$ cat src/rtl/eirqc_params.svh
// eirqc_params.svh: offsets, bit positions and reset values of the external
// interrupt control block. assumes an 8-bit register port with byte offsets.
`ifndef EIRQC_PARAMS_SVH
`define EIRQC_PARAMS_SVH

// register offsets
`define EIRQC_ADDR_W           16
`define EIRQC_OFS_OPTION       16'h1FF1
`define EIRQC_OFS_STATUS_CTRL  16'h000D
`define EIRQC_OFS_EVT_STATUS   16'h0010
`define EIRQC_OFS_EVT_MASK     16'h0011

// option register fields
`define EIRQC_OPT_LEVEL_BIT    1
`define EIRQC_OPT_PORT_BIT     2
`define EIRQC_OPT_RESET        8'h00

// status/control register fields
`define EIRQC_SC_ENABLE_BIT    3
`define EIRQC_SC_PENDING_BIT   2
`define EIRQC_SC_CLEAR_BIT     1

// event status register fields
`define EIRQC_EV_PIN_BIT       0
`define EIRQC_EV_PORT_BIT      1
`define EIRQC_EV_FETCH_BIT     2
`define EIRQC_EV_MASK_RESET    8'h00

`endif

$ cat src/rtl/eirqc_pkg.sv
// eirqc_pkg: types shared by the external interrupt control files.
// assumes the params header is included where constants are needed.
package eirqc_pkg;
  // sensitivity selected by the option register
  typedef enum logic
  {
    EIRQC_EDGE_ONLY,
    EIRQC_EDGE_LEVEL
  } eirqc_sense_t;

  typedef logic [7:0] eirqc_byte_t;
endpackage

$ cat src/rtl/eirqc_detect.sv
// eirqc_detect: falling-edge or edge-plus-low-level detector for one line.
// assumes the input is already synchronous to i_clk.
`timescale 1ns/1ps
module eirqc_detect
  import eirqc_pkg::*;
(
  input  wire logic                  i_clk,
  input  wire logic                  i_rst_n,
  input  wire logic                  i_line,   // active-low request line
  input  wire eirqc_pkg::eirqc_sense_t i_sense,
  output logic                       o_event   // one-cycle or level request
);
  logic prev;  // line value last cycle; idles high

  // track previous level for falling-edge detection
  always_ff @(posedge i_clk or negedge i_rst_n)
  begin
    if (!i_rst_n)
      prev <= 1'b1;
    else
      prev <= i_line;
  end

  // level mode keeps requesting while the line stays low
  always_comb
  begin
    if (i_sense == EIRQC_EDGE_LEVEL)
      o_event = !i_line;
    else
      o_event = prev && !i_line;
  end
endmodule // eirqc_detect

$ cat src/rtl/eirqc_regs_rd.sv
// eirqc_regs_rd: read multiplexer for the register port.
// assumes the caller registers the result so read data lands one cycle later.
`timescale 1ns/1ps
`include "eirqc_params.svh"
module eirqc_regs_rd
  import eirqc_pkg::*;
(
  input  wire logic [`EIRQC_ADDR_W-1:0] i_addr,
  input  wire eirqc_pkg::eirqc_byte_t   i_option,
  input  wire eirqc_pkg::eirqc_byte_t   i_status_ctrl,
  input  wire eirqc_pkg::eirqc_byte_t   i_evt_status,
  input  wire eirqc_pkg::eirqc_byte_t   i_evt_mask,
  output eirqc_pkg::eirqc_byte_t        o_data
);
  // unmapped offsets read as zero
  always_comb
  begin
    unique case (i_addr)
      `EIRQC_OFS_OPTION:      o_data = i_option;
      `EIRQC_OFS_STATUS_CTRL: o_data = i_status_ctrl;
      `EIRQC_OFS_EVT_STATUS:  o_data = i_evt_status;
      `EIRQC_OFS_EVT_MASK:    o_data = i_evt_mask;
      default:                o_data = 8'h00;
    endcase
  end
endmodule // eirqc_regs_rd

$ cat src/rtl/eirqc_top.sv
// eirqc_top: external interrupt request logic with its register port.
// assumes request pins synchronous to i_clk and a single-cycle strobe master.
// Function
// option bit 1 picks edge or edge+level
// enable bit read/write, set by reset
// pending flag read-only, reset clears it
// pin or enabled port pins set pending
// vector fetch clears pending flag
// writing 1 to clear bit clears pending
// clear bit reads zero, holds no state
// enable gates only external requests
// request out while pending and enabled
`timescale 1ns/1ps
`include "eirqc_params.svh"
module eirqc_top
  import eirqc_pkg::*;
#(
  parameter int PORT_PINS = 4  // port pins that can raise requests
)
(
  input  wire logic                    i_clk,
  input  wire logic                    i_rst_n,
  input  wire logic                    i_irq_pin,       // dedicated pin, active low
  input  wire logic [PORT_PINS-1:0]    i_port_a_low_pins,
  input  wire logic                    i_vector_fetch,  // cpu fetches the vector
  input  wire eirqc_pkg::eirqc_byte_t  i_option_strap,  // programmed option value
  input  wire logic [`EIRQC_ADDR_W-1:0] i_addr,
  input  wire eirqc_pkg::eirqc_byte_t  i_wdata,
  input  wire logic                    i_wr,
  input  wire logic                    i_rd,
  output eirqc_pkg::eirqc_byte_t       o_rdata,
  output logic                         o_ext_irq_req,   // to cpu core
  output logic                         o_irq            // event interrupt
);
  import eirqc_pkg::*;

  // elaboration check: the logic serves exactly four port pins
  if (PORT_PINS != 4)
  begin : g_bad_pins
    $error("eirqc_top: PORT_PINS must be 4");
  end

  eirqc_byte_t  mask_option_config;   // programmed options, read-only
  logic         ext_irq_enable;       // software enable
  logic         ext_irq_pending;      // latched request
  eirqc_byte_t  evt_status;           // sticky event bits
  eirqc_byte_t  evt_mask;             // event interrupt mask
  eirqc_sense_t sense;                // current sensitivity
  logic         port_pin_irq_select;  // port pins act as sources
  logic         pin_evt;              // qualifying event on dedicated pin
  logic [PORT_PINS-1:0] port_evt;     // qualifying events on port pins
  logic         port_any;             // enabled port event
  logic         set_pending;          // any source this cycle
  logic         clr_write;            // software clear strobe
  logic         wr_sc;                // write to status/control
  logic         rd_ev;                // read of event status
  logic         opt_loaded;           // option captured after reset
  eirqc_byte_t  rd_mux;               // combinational read value
  eirqc_byte_t  sc_view;              // status/control as read

  // decode of a register hit, shared by read and write paths
  function automatic logic hit(input logic [`EIRQC_ADDR_W-1:0] a,
                               input logic [`EIRQC_ADDR_W-1:0] ofs);
    hit = (a == ofs);
  endfunction

  // strobe decodes; the clear bit acts only as a strobe and is never stored
  assign wr_sc     = i_wr && hit(i_addr, `EIRQC_OFS_STATUS_CTRL);
  assign rd_ev     = i_rd && hit(i_addr, `EIRQC_OFS_EVT_STATUS);
  assign clr_write = wr_sc && i_wdata[`EIRQC_SC_CLEAR_BIT];
  assign sense     = mask_option_config[`EIRQC_OPT_LEVEL_BIT] ?
                     EIRQC_EDGE_LEVEL : EIRQC_EDGE_ONLY;
  assign port_pin_irq_select = mask_option_config[`EIRQC_OPT_PORT_BIT];

  // option value is a strap: caught by a clock edge after reset release
  // limitation: the strap is read once, so a new value needs a reset
  always_ff @(posedge i_clk or negedge i_rst_n)
  begin
    if (!i_rst_n)
    begin
      mask_option_config <= `EIRQC_OPT_RESET;
      opt_loaded         <= 1'b0;
    end
    else if (!opt_loaded)
    begin
      mask_option_config <= i_option_strap;
      opt_loaded         <= 1'b1;
    end
  end

  // detector on the dedicated pin
  eirqc_detect u_pin_det
  (
    .i_clk   (i_clk),
    .i_rst_n (i_rst_n),
    .i_line  (i_irq_pin),
    .i_sense (sense),
    .o_event (pin_evt)
  );

  // one detector per port pin
  for (genvar g = 0; g < PORT_PINS; g++)
  begin : g_port
    eirqc_detect u_port_det
    (
      .i_clk   (i_clk),
      .i_rst_n (i_rst_n),
      .i_line  (i_port_a_low_pins[g]),
      .i_sense (sense),
      .o_event (port_evt[g])
    );
  end

  // port pins only count when the option selects them
  assign port_any    = port_pin_irq_select && (|port_evt);
  assign set_pending = pin_evt || port_any;

  // software enable; reset sets it so external requests work at once
  always_ff @(posedge i_clk or negedge i_rst_n)
  begin
    if (!i_rst_n)
      ext_irq_enable <= 1'b1;
    else if (wr_sc)
      ext_irq_enable <= i_wdata[`EIRQC_SC_ENABLE_BIT];
  end

  // pending flag: a new event wins over a clear in the same cycle,
  // so a request landing during the vector fetch is not lost
  always_ff @(posedge i_clk or negedge i_rst_n)
  begin
    if (!i_rst_n)
      ext_irq_pending <= 1'b0;
    else if (set_pending)
      ext_irq_pending <= 1'b1;
    else if (i_vector_fetch || clr_write)
      ext_irq_pending <= 1'b0;
  end

  // request to cpu; the cpu's own mask bit is applied in the core, not here
  always_ff @(posedge i_clk or negedge i_rst_n)
  begin
    if (!i_rst_n)
      o_ext_irq_req <= 1'b0;
    else
      o_ext_irq_req <= next_req();
  end

  function automatic logic next_req();
    next_req = ext_irq_pending && ext_irq_enable;
  endfunction

  // sticky event bits, cleared by reading them; set wins over the read
  always_ff @(posedge i_clk or negedge i_rst_n)
  begin
    if (!i_rst_n)
      evt_status <= 8'h00;
    else
    begin
      // walk the bits so each source owns one sticky position
      for (int b = 0; b < 8; b++)
      begin
        if (b == `EIRQC_EV_PIN_BIT && pin_evt)
          evt_status[b] <= 1'b1;
        else if (b == `EIRQC_EV_PORT_BIT && port_any)
          evt_status[b] <= 1'b1;
        else if (b == `EIRQC_EV_FETCH_BIT && i_vector_fetch)
          evt_status[b] <= 1'b1;
        else if (rd_ev)
          evt_status[b] <= 1'b0;
      end
    end
  end

  // event mask register
  always_ff @(posedge i_clk or negedge i_rst_n)
  begin
    if (!i_rst_n)
      evt_mask <= `EIRQC_EV_MASK_RESET;
    else if (i_wr && hit(i_addr, `EIRQC_OFS_EVT_MASK))
      evt_mask <= i_wdata;
  end

  // level interrupt from unmasked sticky events
  always_ff @(posedge i_clk or negedge i_rst_n)
  begin
    if (!i_rst_n)
      o_irq <= 1'b0;
    else
      o_irq <= |(evt_status & evt_mask);
  end

  // clear bit never stored: reads zero; option register ignores writes
  always_comb
  begin
    sc_view = 8'h00;
    sc_view[`EIRQC_SC_ENABLE_BIT]  = ext_irq_enable;
    sc_view[`EIRQC_SC_PENDING_BIT] = ext_irq_pending;
  end

  eirqc_regs_rd u_rd
  (
    .i_addr        (i_addr),
    .i_option      (mask_option_config),
    .i_status_ctrl (sc_view),
    .i_evt_status  (evt_status),
    .i_evt_mask    (evt_mask),
    .o_data        (rd_mux)
  );

  // read data stands only in the cycle after the strobe
  // zero outside the read cycle keeps a shared read bus quiet
  always_ff @(posedge i_clk or negedge i_rst_n)
  begin
    if (!i_rst_n)
      o_rdata <= 8'h00;
    else if (i_rd)
      o_rdata <= rd_mux;
    else
      o_rdata <= 8'h00;
  end

  // checks watch internal state, so they live beside the logic
  // request follows pending and enable one cycle later
  property p_req_follows;
    @(posedge i_clk) disable iff (!i_rst_n)
      (ext_irq_pending && ext_irq_enable) |=> o_ext_irq_req;
  endproperty
  a_req_follows: assert property (p_req_follows)
    else $error("request missing while pending and enabled");

  // a cleared enable holds the request back
  property p_no_req_disabled;
    @(posedge i_clk) disable iff (!i_rst_n)
      !ext_irq_enable |=> !o_ext_irq_req;
  endproperty
  a_no_req_disabled: assert property (p_no_req_disabled)
    else $error("request while enable clear");

  // a qualifying pin event sets the flag at the next edge
  property p_pin_sets;
    @(posedge i_clk) disable iff (!i_rst_n)
      pin_evt |=> ext_irq_pending;
  endproperty
  a_pin_sets: assert property (p_pin_sets)
    else $error("pin event did not set pending");

  // with port sources off only the pin can raise the flag
  property p_port_gated;
    @(posedge i_clk) disable iff (!i_rst_n)
      (!pin_evt && !port_pin_irq_select && !ext_irq_pending) |=> !ext_irq_pending;
  endproperty
  a_port_gated: assert property (p_port_gated)
    else $error("pending set without enabled source");

  // a vector fetch clears the flag unless a new event lands
  property p_fetch_clears;
    @(posedge i_clk) disable iff (!i_rst_n)
      (i_vector_fetch && !set_pending) |=> !ext_irq_pending;
  endproperty
  a_fetch_clears: assert property (p_fetch_clears)
    else $error("vector fetch did not clear pending");

  // writing the clear bit clears the flag unless a new event lands
  property p_write_clears;
    @(posedge i_clk) disable iff (!i_rst_n)
      (clr_write && !set_pending) |=> !ext_irq_pending;
  endproperty
  a_write_clears: assert property (p_write_clears)
    else $error("clear write did not clear pending");

  // a plain write with no source and no clear leaves the flag alone
  property p_pending_ro;
    @(posedge i_clk) disable iff (!i_rst_n)
      (wr_sc && !clr_write && !i_vector_fetch && !set_pending) |=>
        $stable(ext_irq_pending);
  endproperty
  a_pending_ro: assert property (p_pending_ro)
    else $error("write changed pending flag");

  // the clear bit always reads back as zero
  property p_clear_reads_zero;
    @(posedge i_clk) disable iff (!i_rst_n)
      (i_rd && hit(i_addr, `EIRQC_OFS_STATUS_CTRL)) |=> !o_rdata[`EIRQC_SC_CLEAR_BIT];
  endproperty
  a_clear_reads_zero: assert property (p_clear_reads_zero)
    else $error("clear bit read as one");

  // the enable bit takes the written value
  property p_enable_written;
    @(posedge i_clk) disable iff (!i_rst_n)
      wr_sc |=> (ext_irq_enable == $past(i_wdata[`EIRQC_SC_ENABLE_BIT]));
  endproperty
  a_enable_written: assert property (p_enable_written)
    else $error("enable did not take written value");

  // a held low level keeps setting the flag in level mode
  property p_level_mode;
    @(posedge i_clk) disable iff (!i_rst_n)
      (sense == EIRQC_EDGE_LEVEL && !i_irq_pin) |=> ext_irq_pending;
  endproperty
  a_level_mode: assert property (p_level_mode)
    else $error("low level ignored in level mode");

  // in edge mode a pin already low last cycle raises nothing new
  property p_edge_only;
    @(posedge i_clk) disable iff (!i_rst_n)
      (sense == EIRQC_EDGE_ONLY && $past(i_rst_n) && !$past(i_irq_pin)) |-> !pin_evt;
  endproperty
  a_edge_only: assert property (p_edge_only)
    else $error("edge mode saw a second event on a held pin");

  // an enabled port pin event sets the flag at the next edge
  property p_port_sets;
    @(posedge i_clk) disable iff (!i_rst_n)
      (port_pin_irq_select && (|port_evt)) |=> ext_irq_pending;
  endproperty
  a_port_sets: assert property (p_port_sets)
    else $error("port pin event did not set pending");

  // a status read shows the flag as it stood at the read edge
  property p_pending_read;
    @(posedge i_clk) disable iff (!i_rst_n)
      (i_rd && hit(i_addr, `EIRQC_OFS_STATUS_CTRL)) |=>
        (o_rdata[`EIRQC_SC_PENDING_BIT] == $past(ext_irq_pending));
  endproperty
  a_pending_read: assert property (p_pending_read)
    else $error("pending flag read back wrong");

  // the enable bit reads back as stored
  property p_enable_read;
    @(posedge i_clk) disable iff (!i_rst_n)
      (i_rd && hit(i_addr, `EIRQC_OFS_STATUS_CTRL)) |=>
        (o_rdata[`EIRQC_SC_ENABLE_BIT] == $past(ext_irq_enable));
  endproperty
  a_enable_read: assert property (p_enable_read)
    else $error("enable bit read back wrong");

  // reset leaves the enable set and the flag clear
  property p_reset_state;
    @(posedge i_clk) disable iff (!i_rst_n)
      !$past(i_rst_n) |-> (ext_irq_enable && !ext_irq_pending);
  endproperty
  a_reset_state: assert property (p_reset_state)
    else $error("wrong enable or flag after reset");
endmodule // eirqc_top

$ cat config.mk
export PLATFORM = sky130hd
export DESIGN_NAME = eirqc_top
export DESIGN_NICKNAME = d
export VERILOG_FILES = /design/src/rtl/eirqc_pkg.sv /design/src/rtl/eirqc_detect.sv /design/src/rtl/eirqc_regs_rd.sv /design/src/rtl/eirqc_top.sv
export VERILOG_INCLUDE_DIRS = /design/src /design/src/rtl
export SDC_FILE = /design/constraint.sdc
export NUM_CORES = 1
export LEC_CHECK = 0
export ABC_CLOCK_PERIOD_IN_PS = 2650
export BUFFER_PORTS_ARGS = -buffer_cell sky130_fd_sc_hd__buf_2
export CAP_MARGIN = 20
export CELL_PAD_IN_SITES_DETAIL_PLACEMENT = 2
export CELL_PAD_IN_SITES_GLOBAL_PLACEMENT = 2
export CORE_MARGIN = 5
export CORE_UTILIZATION = 34
export DETAILED_ROUTE_END_ITERATION = 16
export PLACE_DENSITY = 0.93
export RECOVER_POWER = 100
export SLEW_MARGIN = 20
export SYNTH_ARGS = -nofsm -noshare
export SYNTH_HDL_FRONTEND = slang
export SYNTH_SLANG_ARGS = --single-unit
$ cat constraint.sdc
create_clock -name i_clk -period 2.65 [get_ports i_clk]
set_input_delay 0.265 -clock i_clk [delete_from_list [all_inputs] [get_ports i_clk]]
set_output_delay 0.265 -clock i_clk [all_outputs]
set_load 0.01 [all_outputs]
==> impl_metrics.json, run 1 <==
{
  "final_cell_count_no_fill": 222,
  "worst_slew_pin_slew_ps": 1920,
  "grt_max_degree": 38,
  "synth.lib_cells_used.distinct": 29,
  "mostFrequentLayoutCell": "buf_2",
  "clockBufferDepth": 2,
  "clk-insertion-delay-late_ps": 290,
  "count_of_yosys_warnings_during_synthesis": 0,
  "synth-edff-count": 0,
  "hold_path.class": "input pin to flip-flop",
  "floorplan_die_height_um": 77.5,
  "h-tree-depth": 2,
  "cts-buffers-inserted": 5,
  "fin_nets": 211,
  "detail_route.first_pass.iterations": 6,
  "total_leakage_power_nw": 0.874,
  "cts_repair_resized_insts": 0,
  "drv_cap": 1,
  "postSynthNetCount": 154,
  "critical_path_class": "input pin to flip-flop",
  "ys_ff_latch": 37,
  "vias_in_the_first_global_route": 1385,
  "max_freq_mhz": 466,
  "num_io_pins": 52,
  "power.clock.fraction": 0.395,
  "grt_first_pass_wirelength_um": 7070,
  "globalplace.congestion": 0.789,
  "timing.slew.headroom": -0.280,
  "seq_area_frac_synth": 0.603,
  "timing.critical_path.required_ps": 2820,
  "portBuffers": 51,
  "ctsRootBufferMaster": "clkbuf_8",
  "placedCellCount": 214,
  "postSynthCellCount": 112,
  "critical_path_arrival_ps": 2320,
  "hpwl_um": 3440,
  "clk_pin_slew_worst_paths_ps": 80,
  "p_sw_uw": 259,
  "worst_clk_skew_ps": 7.13,
  "max_stage_delay_ps": 790,
  "globalRouteTotalUtil": 0.150,
  "die_area_um2": 6010,
  "via_count": 1202,
  "dominantRegCellSynth": "dfrtp_1",
  "layout.cells.most_common_list": "buf_2 (35), dfrtp_1 (31), mux2_2 (17), clkbuf_1 (16), nor2_1 (9)",
  "drt-initial-drc-count": 59,
  "pwr-share-seq": 0.533,
  "post-layout-total-power_mw": 1.13,
  "worstPathMaxFanout": 5,
  "die_width_um": 77.5,
  "syn_area_um2": 1550,
  "antenna_violating_nets_post_route": 0,
  "critPathSlowestCell": "nor4_1",
  "peakVddDrop_mv": 0.275,
  "syn2layout_area_growth_pct": 24.2,
  "clock-sinks": 37,
  "post-route-min-period_ps": 2150,
  "post_cts.repair.setup_buffers": 0,
  "final_layout_size_suffix_gt1_frac": 0.418,
  "tritoncts": "yes",
  "grt_setup_unrepaired": "no",
  "syn_avg_cell_area_um2": 13.8,
  "final_count_of_negative_setup_slack_endpoints": 0,
  "async_flop_share": 1.00,
  "via_per_inst": 5.41,
  "initial_util": 0.353,
  "worstSetupEndpointType": "flip-flop",
  "fin_worst_hold_slack_ps": 76.1,
  "start_kind": "input pin",
  "core.rowCount": 24,
  "fill_cells": 471,
  "hold_viol_final": 0,
  "detail_route.drc_violations": 0,
  "wl_per_cell_um": 19.6,
  "cts.hold.buffers_added": 0,
  "run_status": "complete, but fails checks",
  "combPwrFrac": 0.071,
  "grt_total_ovfl": 0,
  "violations": "capacitance limit, slew limit",
  "coreArea_um2": 4380,
  "crit_path_cell_trace": "buf_2, or4b_1, nor4_1, nand3_1, a311o_1",
  "final_core_util": 0.439,
  "diodes": 0,
  "p_per_area_nw_per_um2": 585,
  "switching_share": 0.230,
  "post_route_setup_tns_ps": 0,
  "initial_antenna_violation_count": 0,
  "drt_wl_total_um": 4360,
  "internal_power_uw": 866,
  "final_min_period_over_clock_period": 0.810,
  "slew_viol_final": 38
}
## flip-flops by register name, summed over array words and instances, names as in the netlist
signal	flops
opt_loaded	1
o_rdata	8
o_ext_irq_req	1
mask_option_config	8
ext_irq_pending	1
evt_mask	8
g_port.u_port_det.prev	4
o_irq	1
evt_status	3
ext_irq_enable	1
u_pin_det.prev	1
## critical path: cells and delay by family
kind                   cells  cell delay [ps]
buffers and inverters      1              110
AO/OA/AOI/OAI              1              370
AND/OR/NAND/NOR            3             1570
## area by class of cell
cell class | instances | area (µm²) | area share
Clock buffer | 7 | 96.3 | 0.0501
Clock inverter | 1 | 8.76 | 0.00455
Inverter | 7 | 26.3 | 0.0137
Multi-Input combinational cell | 66 | 551 | 0.286
Sequential cell | 37 | 933 | 0.485
Tap cell | 52 | 65.1 | 0.0338
Timing Repair Buffer | 52 | 243 | 0.126
## path summary, 6_finish.rpt
path | from | endpoint | slack (ps) | cells past startpoint
worst max-delay path | i_addr[15] | ext_irq_pending | 500 | 5
worst min-delay path | i_irq_pin | u_pin_det.prev | 80 | 1
worst max register to register | mask_option_config[1] | ext_irq_pending | 1390 | 4
worst min register to register | mask_option_config[3] | mask_option_config[3] | 510 | 1
max in group asynchronous | i_rst_n | o_rdata[2] | 1050 | 1
min in group asynchronous | i_rst_n | mask_option_config[0] | 500 | 1
## per-layer routing
metal  vias to the layer above  GRT usage  wire length, µm
met4                         0     0.0515               68
met3                         6     0.0417              225
met1                       626      0.172             1700
met2                        35      0.268             2360
li1                        535          -                -
met5                         -          0                0
## power by group through the flow
stage	Sequential, mW	Combinational, mW	Clock (mW)
after floorplan	0.604	0.0326	0
after global placement	0.609	0.0788	0
after detailed placement	0.611	0.0851	0
after CTS	0.601	0.0855	0.456
after global routing	0.603	0.0906	0.485
final	0.600	0.0805	0.445
## Yosys cell counts, drive strengths merged (3+ instances only)
cell	count	area share
dfstp	6	0.10
nand2	3	0.012
nor2	9	0.022
mux2	17	0.12
a222oi	4	0.026
a21o	3	0.015
or4	3	0.019
dfrtp	31	0.50
nor4	5	0.049
inv	7	0.017
a22oi	6	0.029
## through the flow
stage	cell area [µm²]	worst slack, ps
floorplan	1550	754
global placement	1870	483
detailed placement	1870	339
CTS	1970	646
global route	1920	385
finish	1920	503
## cell families after synthesis
family,count (synthesis),share of synthesized area
AOI/OAI and AO/OA,20,0.107
buffers and inverters,9,0.0226
DFF,37,0.603
muxes,17,0.124
other,1,0.00242
and+or+nand+nor,28,0.142
Power figures use the tool's default switching activity.
==> run 2, diff against run 1 <==
ABC_CLOCK_PERIOD_IN_PS = 2200   (was 2650)
CORE_UTILIZATION = 32   (was 34)
PLACE_DENSITY = 0.89   (was 0.93)
clock period = 2.2 ns   (was 2.65 ns; I/O delays follow)
==> run 2 against run 1 <==
Compared with the run above:
- cell count rose by 8.1%
- critical endpoint is now o_rdata[2]
- via count fell by 0.17%
- clock-buffer cell count did not move
- combinational power rose by 23%
- register-to-register slack got worse by 500 ps
- first-iteration DRC count rose by 41%
- global-route usage rose by 0.54 points
- highest routed layer unchanged
- largest power group unchanged
- sequential power rose by 21%
- die area rose by 5.4%
- the flow now finishes without violations
==> impl_metrics.json, run 2 (same netlist as run 1, synthesis figures left out) <==
{
  "run_status": "complete, no violations",
  "placedCellCount": 232,
  "post-route-min-period_ps": 1870,
  "final_count_of_negative_setup_slack_endpoints": 0,
  "grt_setup_unrepaired": "no",
  "hold_path.class": "input pin to async pin",
  "clk-insertion-delay-late_ps": 290,
  "hpwl_um": 3600,
  "power.clock.fraction": 0.360,
  "vias_in_the_first_global_route": 1384,
  "portBuffers": 51,
  "drv_cap": 0,
  "max_freq_mhz": 536,
  "p_per_area_nw_per_um2": 664,
  "globalRouteTotalUtil": 0.156,
  "die_area_um2": 6330,
  "final_min_period_over_clock_period": 0.848,
  "critical-path-top-delay-family": "simple AND/OR/NAND/NOR gates",
  "via_per_inst": 5.00,
  "initial_antenna_violation_count": 0,
  "post_route_setup_tns_ps": 0,
  "ctsRootBufferMaster": "clkbuf_8",
  "grt_first_pass_wirelength_um": 7310,
  "switching_share": 0.238,
  "timing.slew.headroom": 0.469,
  "h-tree-depth": 2,
  "floorplan_die_height_um": 79.6,
  "cts.hold.buffers_added": 0,
  "diodes": 0,
  "critical_path.n_buffers_inverters": 1,
  "num_io_pins": 52,
  "final_core_util": 0.411,
  "combPwrFrac": 0.077,
  "grt_total_ovfl": 0,
  "worst_slew_pin_slew_ps": 796,
  "grt_max_degree": 38,
  "mostFrequentLayoutCell": "buf_2",
  "total_leakage_power_nw": 0.864,
  "clockBufferDepth": 2,
  "globalplace.congestion": 0.753,
  "fin_nets": 214,
  "critical_path_class": "input pin to flip-flop",
  "p_sw_uw": 306,
  "critical_path_arrival_ps": 2070,
  "clk_pin_slew_worst_paths_ps": 70,
  "wl_per_cell_um": 19.6,
  "die_width_um": 79.6,
  "place_worst_setup_slack_ps": 225,
  "crit_path_cell_trace": "buf_2, or4b_1, nor4_2, o31ai_2, a21oi_1",
  "syn2layout_area_growth_pct": 25.2,
  "via_count": 1200,
  "final_cell_count_no_fill": 240,
  "final_critical_path_setup_slack_ps": 334,
  "cts-buffers-inserted": 5,
  "post_cts.repair.setup_buffers": 0,
  "worstSetupEndpointType": "flip-flop",
  "coreArea_um2": 4720,
  "worstPathMaxFanout": 8,
  "antenna_violating_nets_post_route": 0,
  "timing.critical_path.required_ps": 2400,
  "initial_util": 0.328,
  "reg_top3": "evt_mask x8, mask_option_config x8, o_rdata x8",
  "layout.cells.most_common_list": "buf_2 (35), dfrtp_1 (31), clkbuf_1 (19), mux2_2 (17), nor2_1 (9)",
  "detail_route.drc_violations": 0,
  "internal_power_uw": 981,
  "tritoncts": "yes",
  "critPathSlowestCell": "or4b_1",
  "max_stage_delay_ps": 670,
  "pwr-share-seq": 0.563,
  "start_kind": "input pin",
  "slew_viol_final": 0,
  "final_layout_size_suffix_gt1_frac": 0.410,
  "drt-initial-drc-count": 83,
  "drt_wl_total_um": 4700,
  "peakVddDrop_mv": 0.303,
  "worst_clk_skew_ps": 3.65,
  "cts_repair_resized_insts": 0,
  "hold_viol_final": 0,
  "clock-sinks": 37,
  "detail_route.first_pass.iterations": 5,
  "fill_cells": 499,
  "post-layout-total-power_mw": 1.29,
  "core.rowCount": 25
}
[run 2: layer usage]
layer,routed length (µm),track usage
met5,0,0
met4,152,0.0756
met3,199,0.0339
met2,2590,0.282
met1,1760,0.170
[run 2: layout make-up]
type	instances	area, µm²	share of cell area
tap	67	83.8	0.0432
inverter	7	26.3	0.0135
clock buffer	7	76.3	0.0394
sequential	37	933	0.481
multi-input combinational	66	549	0.283
timing repair buffer	55	262	0.135
clock inverter	1	8.76	0.00452
[run 2: power by group through the flow]
| stage | clock network, mW | logic [mW] | registers (mW) |
|---|---|---|---|
| global route | 0.504 | 0.110 | 0.726 |
| CTS | 0.475 | 0.105 | 0.725 |
| floorplan | 0 | 0.0393 | 0.727 |
| global placement | 0 | 0.0936 | 0.734 |
| detailed placement | 0 | 0.103 | 0.737 |
| finish | 0.464 | 0.0990 | 0.724 |
[run 2: final timing paths]
check,start,endpoint,slack (ps),depth (start not counted)
max,i_addr[1],o_rdata[2],330,5
min,i_rst_n,evt_status[1],20,1
max reg2reg,mask_option_config[1],ext_irq_pending,890,4
min reg2reg,evt_mask[5],evt_mask[5],510,1
max in group asynchronous,i_rst_n,o_rdata[3],1680,1
min in group i_clk,i_port_a_low_pins[1],g_port[1].u_port_det.prev,40,1
[run 2: per-stage QoR]
stage / cell area, µm² / hold WS [ps]
after floorplan: 1550 / -75.6
after global placement: 1910 / 327
after detailed placement: 1910 / 343
after CTS: 1990 / 32.2
after global routing: 1940 / 28.5
final: 1940 / 16.3
==> run 3, diff against run 2 <==
ABC_AREA = 1   (was default)
ABC_CLOCK_PERIOD_IN_PS = 1570   (was 2200)
CORE_UTILIZATION = 26   (was 32)
PLACE_DENSITY = 0.84   (was 0.89)
clock period = 1.57 ns   (was 2.2 ns; I/O delays follow)
==> run 3 against run 2 <==
Compared with the run above:
- sequential share of layout area down 6.4 points
- worst setup slack better by 13 ps
- clock skew up 1.4 ps
- sequential power up 41%
- critical path type unchanged
- die area up 36%
- worst hold slack better by 61 ps
- flip-flop and latch count unchanged
- non-clock buffer count up 4
- register-to-register slack worse by 470 ps
- largest power group unchanged
- synthesized cell count up 83%
- global-route usage down 2.9 points
==> impl_metrics.json, run 3 <==
{
  "grt_max_degree": 20,
  "slew_viol_final": 0,
  "via_per_inst": 4.36,
  "core.rowCount": 30,
  "timing.critical_path.required_ps": 1780,
  "die_width_um": 92.7,
  "final_critical_path_setup_slack_ps": 347,
  "postSynthCellCount": 205,
  "peakVddDrop_mv": 0.358,
  "detail_route.drc_violations": 0,
  "synthTopCellsByCount": "nand2_1 (49), dfrtp_1 (31), nor2_1 (31)",
  "detail_route.first_pass.iterations": 4,
  "cts_repair_resized_insts": 0,
  "ff2ff_setup_slack_ps": 420,
  "final_count_of_negative_setup_slack_endpoints": 0,
  "total_leakage_power_nw": 1.10,
  "layout.cells.most_common_list": "nand2_1 (50), buf_2 (34), nor2_1 (31), dfrtp_1 (31), inv_1 (30)",
  "max_freq_mhz": 818,
  "synth_top_family_by_area": "simple AND/OR/NAND/NOR gates",
  "count_of_yosys_warnings_during_synthesis": 0,
  "p_per_area_nw_per_um2": 846,
  "cts-buffers-inserted": 5,
  "portBuffers": 51,
  "synth_xor_xnor_area_share": 0,
  "worst_clk_skew_ps": 5.05,
  "final_min_period_over_clock_period": 0.779,
  "critical_path_class": "input pin to flip-flop",
  "post-route-min-period_ps": 1220,
  "synth-edff-count": 0,
  "synth-simple-area-share": 0.266,
  "post_cts.repair.setup_buffers": 0,
  "clock-sinks": 37,
  "syn2layout_area_growth_pct": 25.6,
  "final_layout_size_suffix_gt1_frac": 0.253,
  "wl_per_cell_um": 14.7,
  "synth-adder-area-share": 0,
  "clockBufferDepth": 2,
  "antenna_violating_nets_post_route": 0,
  "post_route_setup_tns_ps": 0,
  "syn_avg_cell_area_um2": 8.68,
  "hold_path.class": "input pin to flip-flop",
  "diodes": 0,
  "via_count": 1523,
  "h-tree-depth": 2,
  "yosysMostFrequentCell": "nand2_1",
  "drt_wl_total_um": 5120,
  "synth_top_area_frac": 0.436,
  "syn_area_um2": 1780,
  "place_worst_setup_slack_ps": 100,
  "coreArea_um2": 6720,
  "critical_path_arrival_ps": 1430,
  "hold_viol_final": 0,
  "crit_path_cell_trace": "buf_2, nor2_1, nand2_1, nor2_4, nand2_4, nor2_4, nand2_1, o21ai_0",
  "fill_cells": 778,
  "drt-initial-drc-count": 43,
  "reg_top3": "evt_mask x8, mask_option_config x8, o_rdata x8",
  "initial_antenna_violation_count": 0,
  "worstPathMaxFanout": 14,
  "vias_in_the_first_global_route": 1799,
  "run_status": "complete, no violations",
  "clk_pin_slew_worst_paths_ps": 70,
  "synth_compound_gate_area_share": 0.0788,
  "grt_total_ovfl": 0,
  "grt_first_pass_wirelength_um": 8510,
  "grt_setup_unrepaired": "no",
  "cell_type_with_the_largest_total_area_after_synthesis": "dfrtp_1",
  "synth_top_cells_by_area": "dfrtp_1 (44%), nand2_1 (10%), dfstp_2 (8.9%)",
  "worstSetupEndpointType": "flip-flop",
  "async_flop_share": 1.00,
  "globalplace.congestion": 0.741,
  "drv_cap": 0,
  "critPathSlowestCell": "nor2_4",
  "synth.lib_cells_used.distinct": 27,
  "clk-insertion-delay-late_ps": 290,
  "postSynthNetCount": 247,
  "ctsRootBufferMaster": "clkbuf_8",
  "fin_nets": 310,
  "max_stage_delay_ps": 320,
  "num_io_pins": 52,
  "tritoncts": "yes",
  "seq_area_frac_synth": 0.525,
  "mostFrequentLayoutCell": "nand2_1",
  "ys_ff_latch": 37,
  "globalRouteTotalUtil": 0.127,
  "floorplan_die_height_um": 92.7,
  "hpwl_um": 4050,
  "start_kind": "input pin",
  "cts.hold.buffers_added": 6,
  "die_area_um2": 8600,
  "synth_mux_area_frac": 0.0506,
  "dominantRegCellSynth": "dfrtp_1",
  "initial_util": 0.265
}
run 3: cell types whose count changed in the layout (fill, tap and decap cells not counted), moves of 4 or more:
cell           change
nor2_1            +22
nand3_1            +7
o21bai_1           +4
nor2_4             +4
dlygate4sd3_1      +6
a22oi_1            -6
nand2_1           +47
a222oi_1           -4
o21ai_0           +15
inv_1             +23
mux2_2             -9
run 3: power by group:
part | leakage (nW) | switching, mW | internal (mW)
clock network | 0.0455 | 0.342 | 0.358
logic | 0.638 | 0.0874 | 0.0851
registers | 0.415 | 0.0263 | 0.992
total | 1.10 | 0.455 | 1.44
run 3: critical path: cells and delay by family:
| kind | cells | cell delay (ps) |
|---|---|---|
| buffers and inverters | 1 | 110 |
| AO/OA/AOI/OAI | 1 | 100 |
| AND/OR/NAND/NOR | 6 | 1060 |
run 3: cell families after synthesis:
| family | Yosys count |
|---|---|
| and+or+nand+nor | 103 |
| buffers and inverters | 33 |
| DFF | 37 |
| other | 1 |
| AOI/OAI and AO/OA | 23 |
| muxes | 8 |
run 3: final timing paths:
check	start	depth (start not counted)	endpoint
hold / removal	i_wdata[5]	3	evt_mask[5]
hold reg to reg	ext_irq_enable	2	o_ext_irq_req
min in group asynchronous	i_rst_n	2	evt_status[0]
setup reg to reg	mask_option_config[1]	5	ext_irq_pending
setup / recovery	i_addr[11]	8	evt_mask[0]
max in group asynchronous	i_rst_n	3	g_port[1].u_port_det.prev
run 3: per-stage QoR:
step / hold WS (ps) / util / std cells / area, µm² / total power [mW]
2_1_floorplan: -139 / - / 205 / 1780 / 1.10
6_report: 77.5 / 0.333 / 349 / 2230 / 1.89
5_1_grt: 62.5 / 0.333 / 349 / 2230 / 1.98
3_3_place_gp: 139 / 0.318 / 335 / 2140 / 1.20
3_5_place_dp: 138 / 0.318 / 335 / 2140 / 1.21
4_1_cts: 64.3 / 0.340 / 349 / 2290 / 1.93
run 3: final cells by class:
class	count	area, µm²	share of cell area
sequential	37	933	0.418
clock buffer	8	90.1	0.0403
timing repair buffer	59	307	0.137
tap	80	100	0.0448
inverter	30	113	0.0504
multi-input combinational	135	692	0.310
run 3: layer usage:
| metal | share of wire | GRT usage | vias up |
|---|---|---|---|
| met5 | 0 | 0 | - |
| met4 | 0.0070 | 0.0220 | 0 |
| met3 | 0.034 | 0.0390 | 5 |
| met2 | 0.51 | 0.225 | 28 |
| met1 | 0.44 | 0.153 | 732 |
| li1 | - | - | 758 |
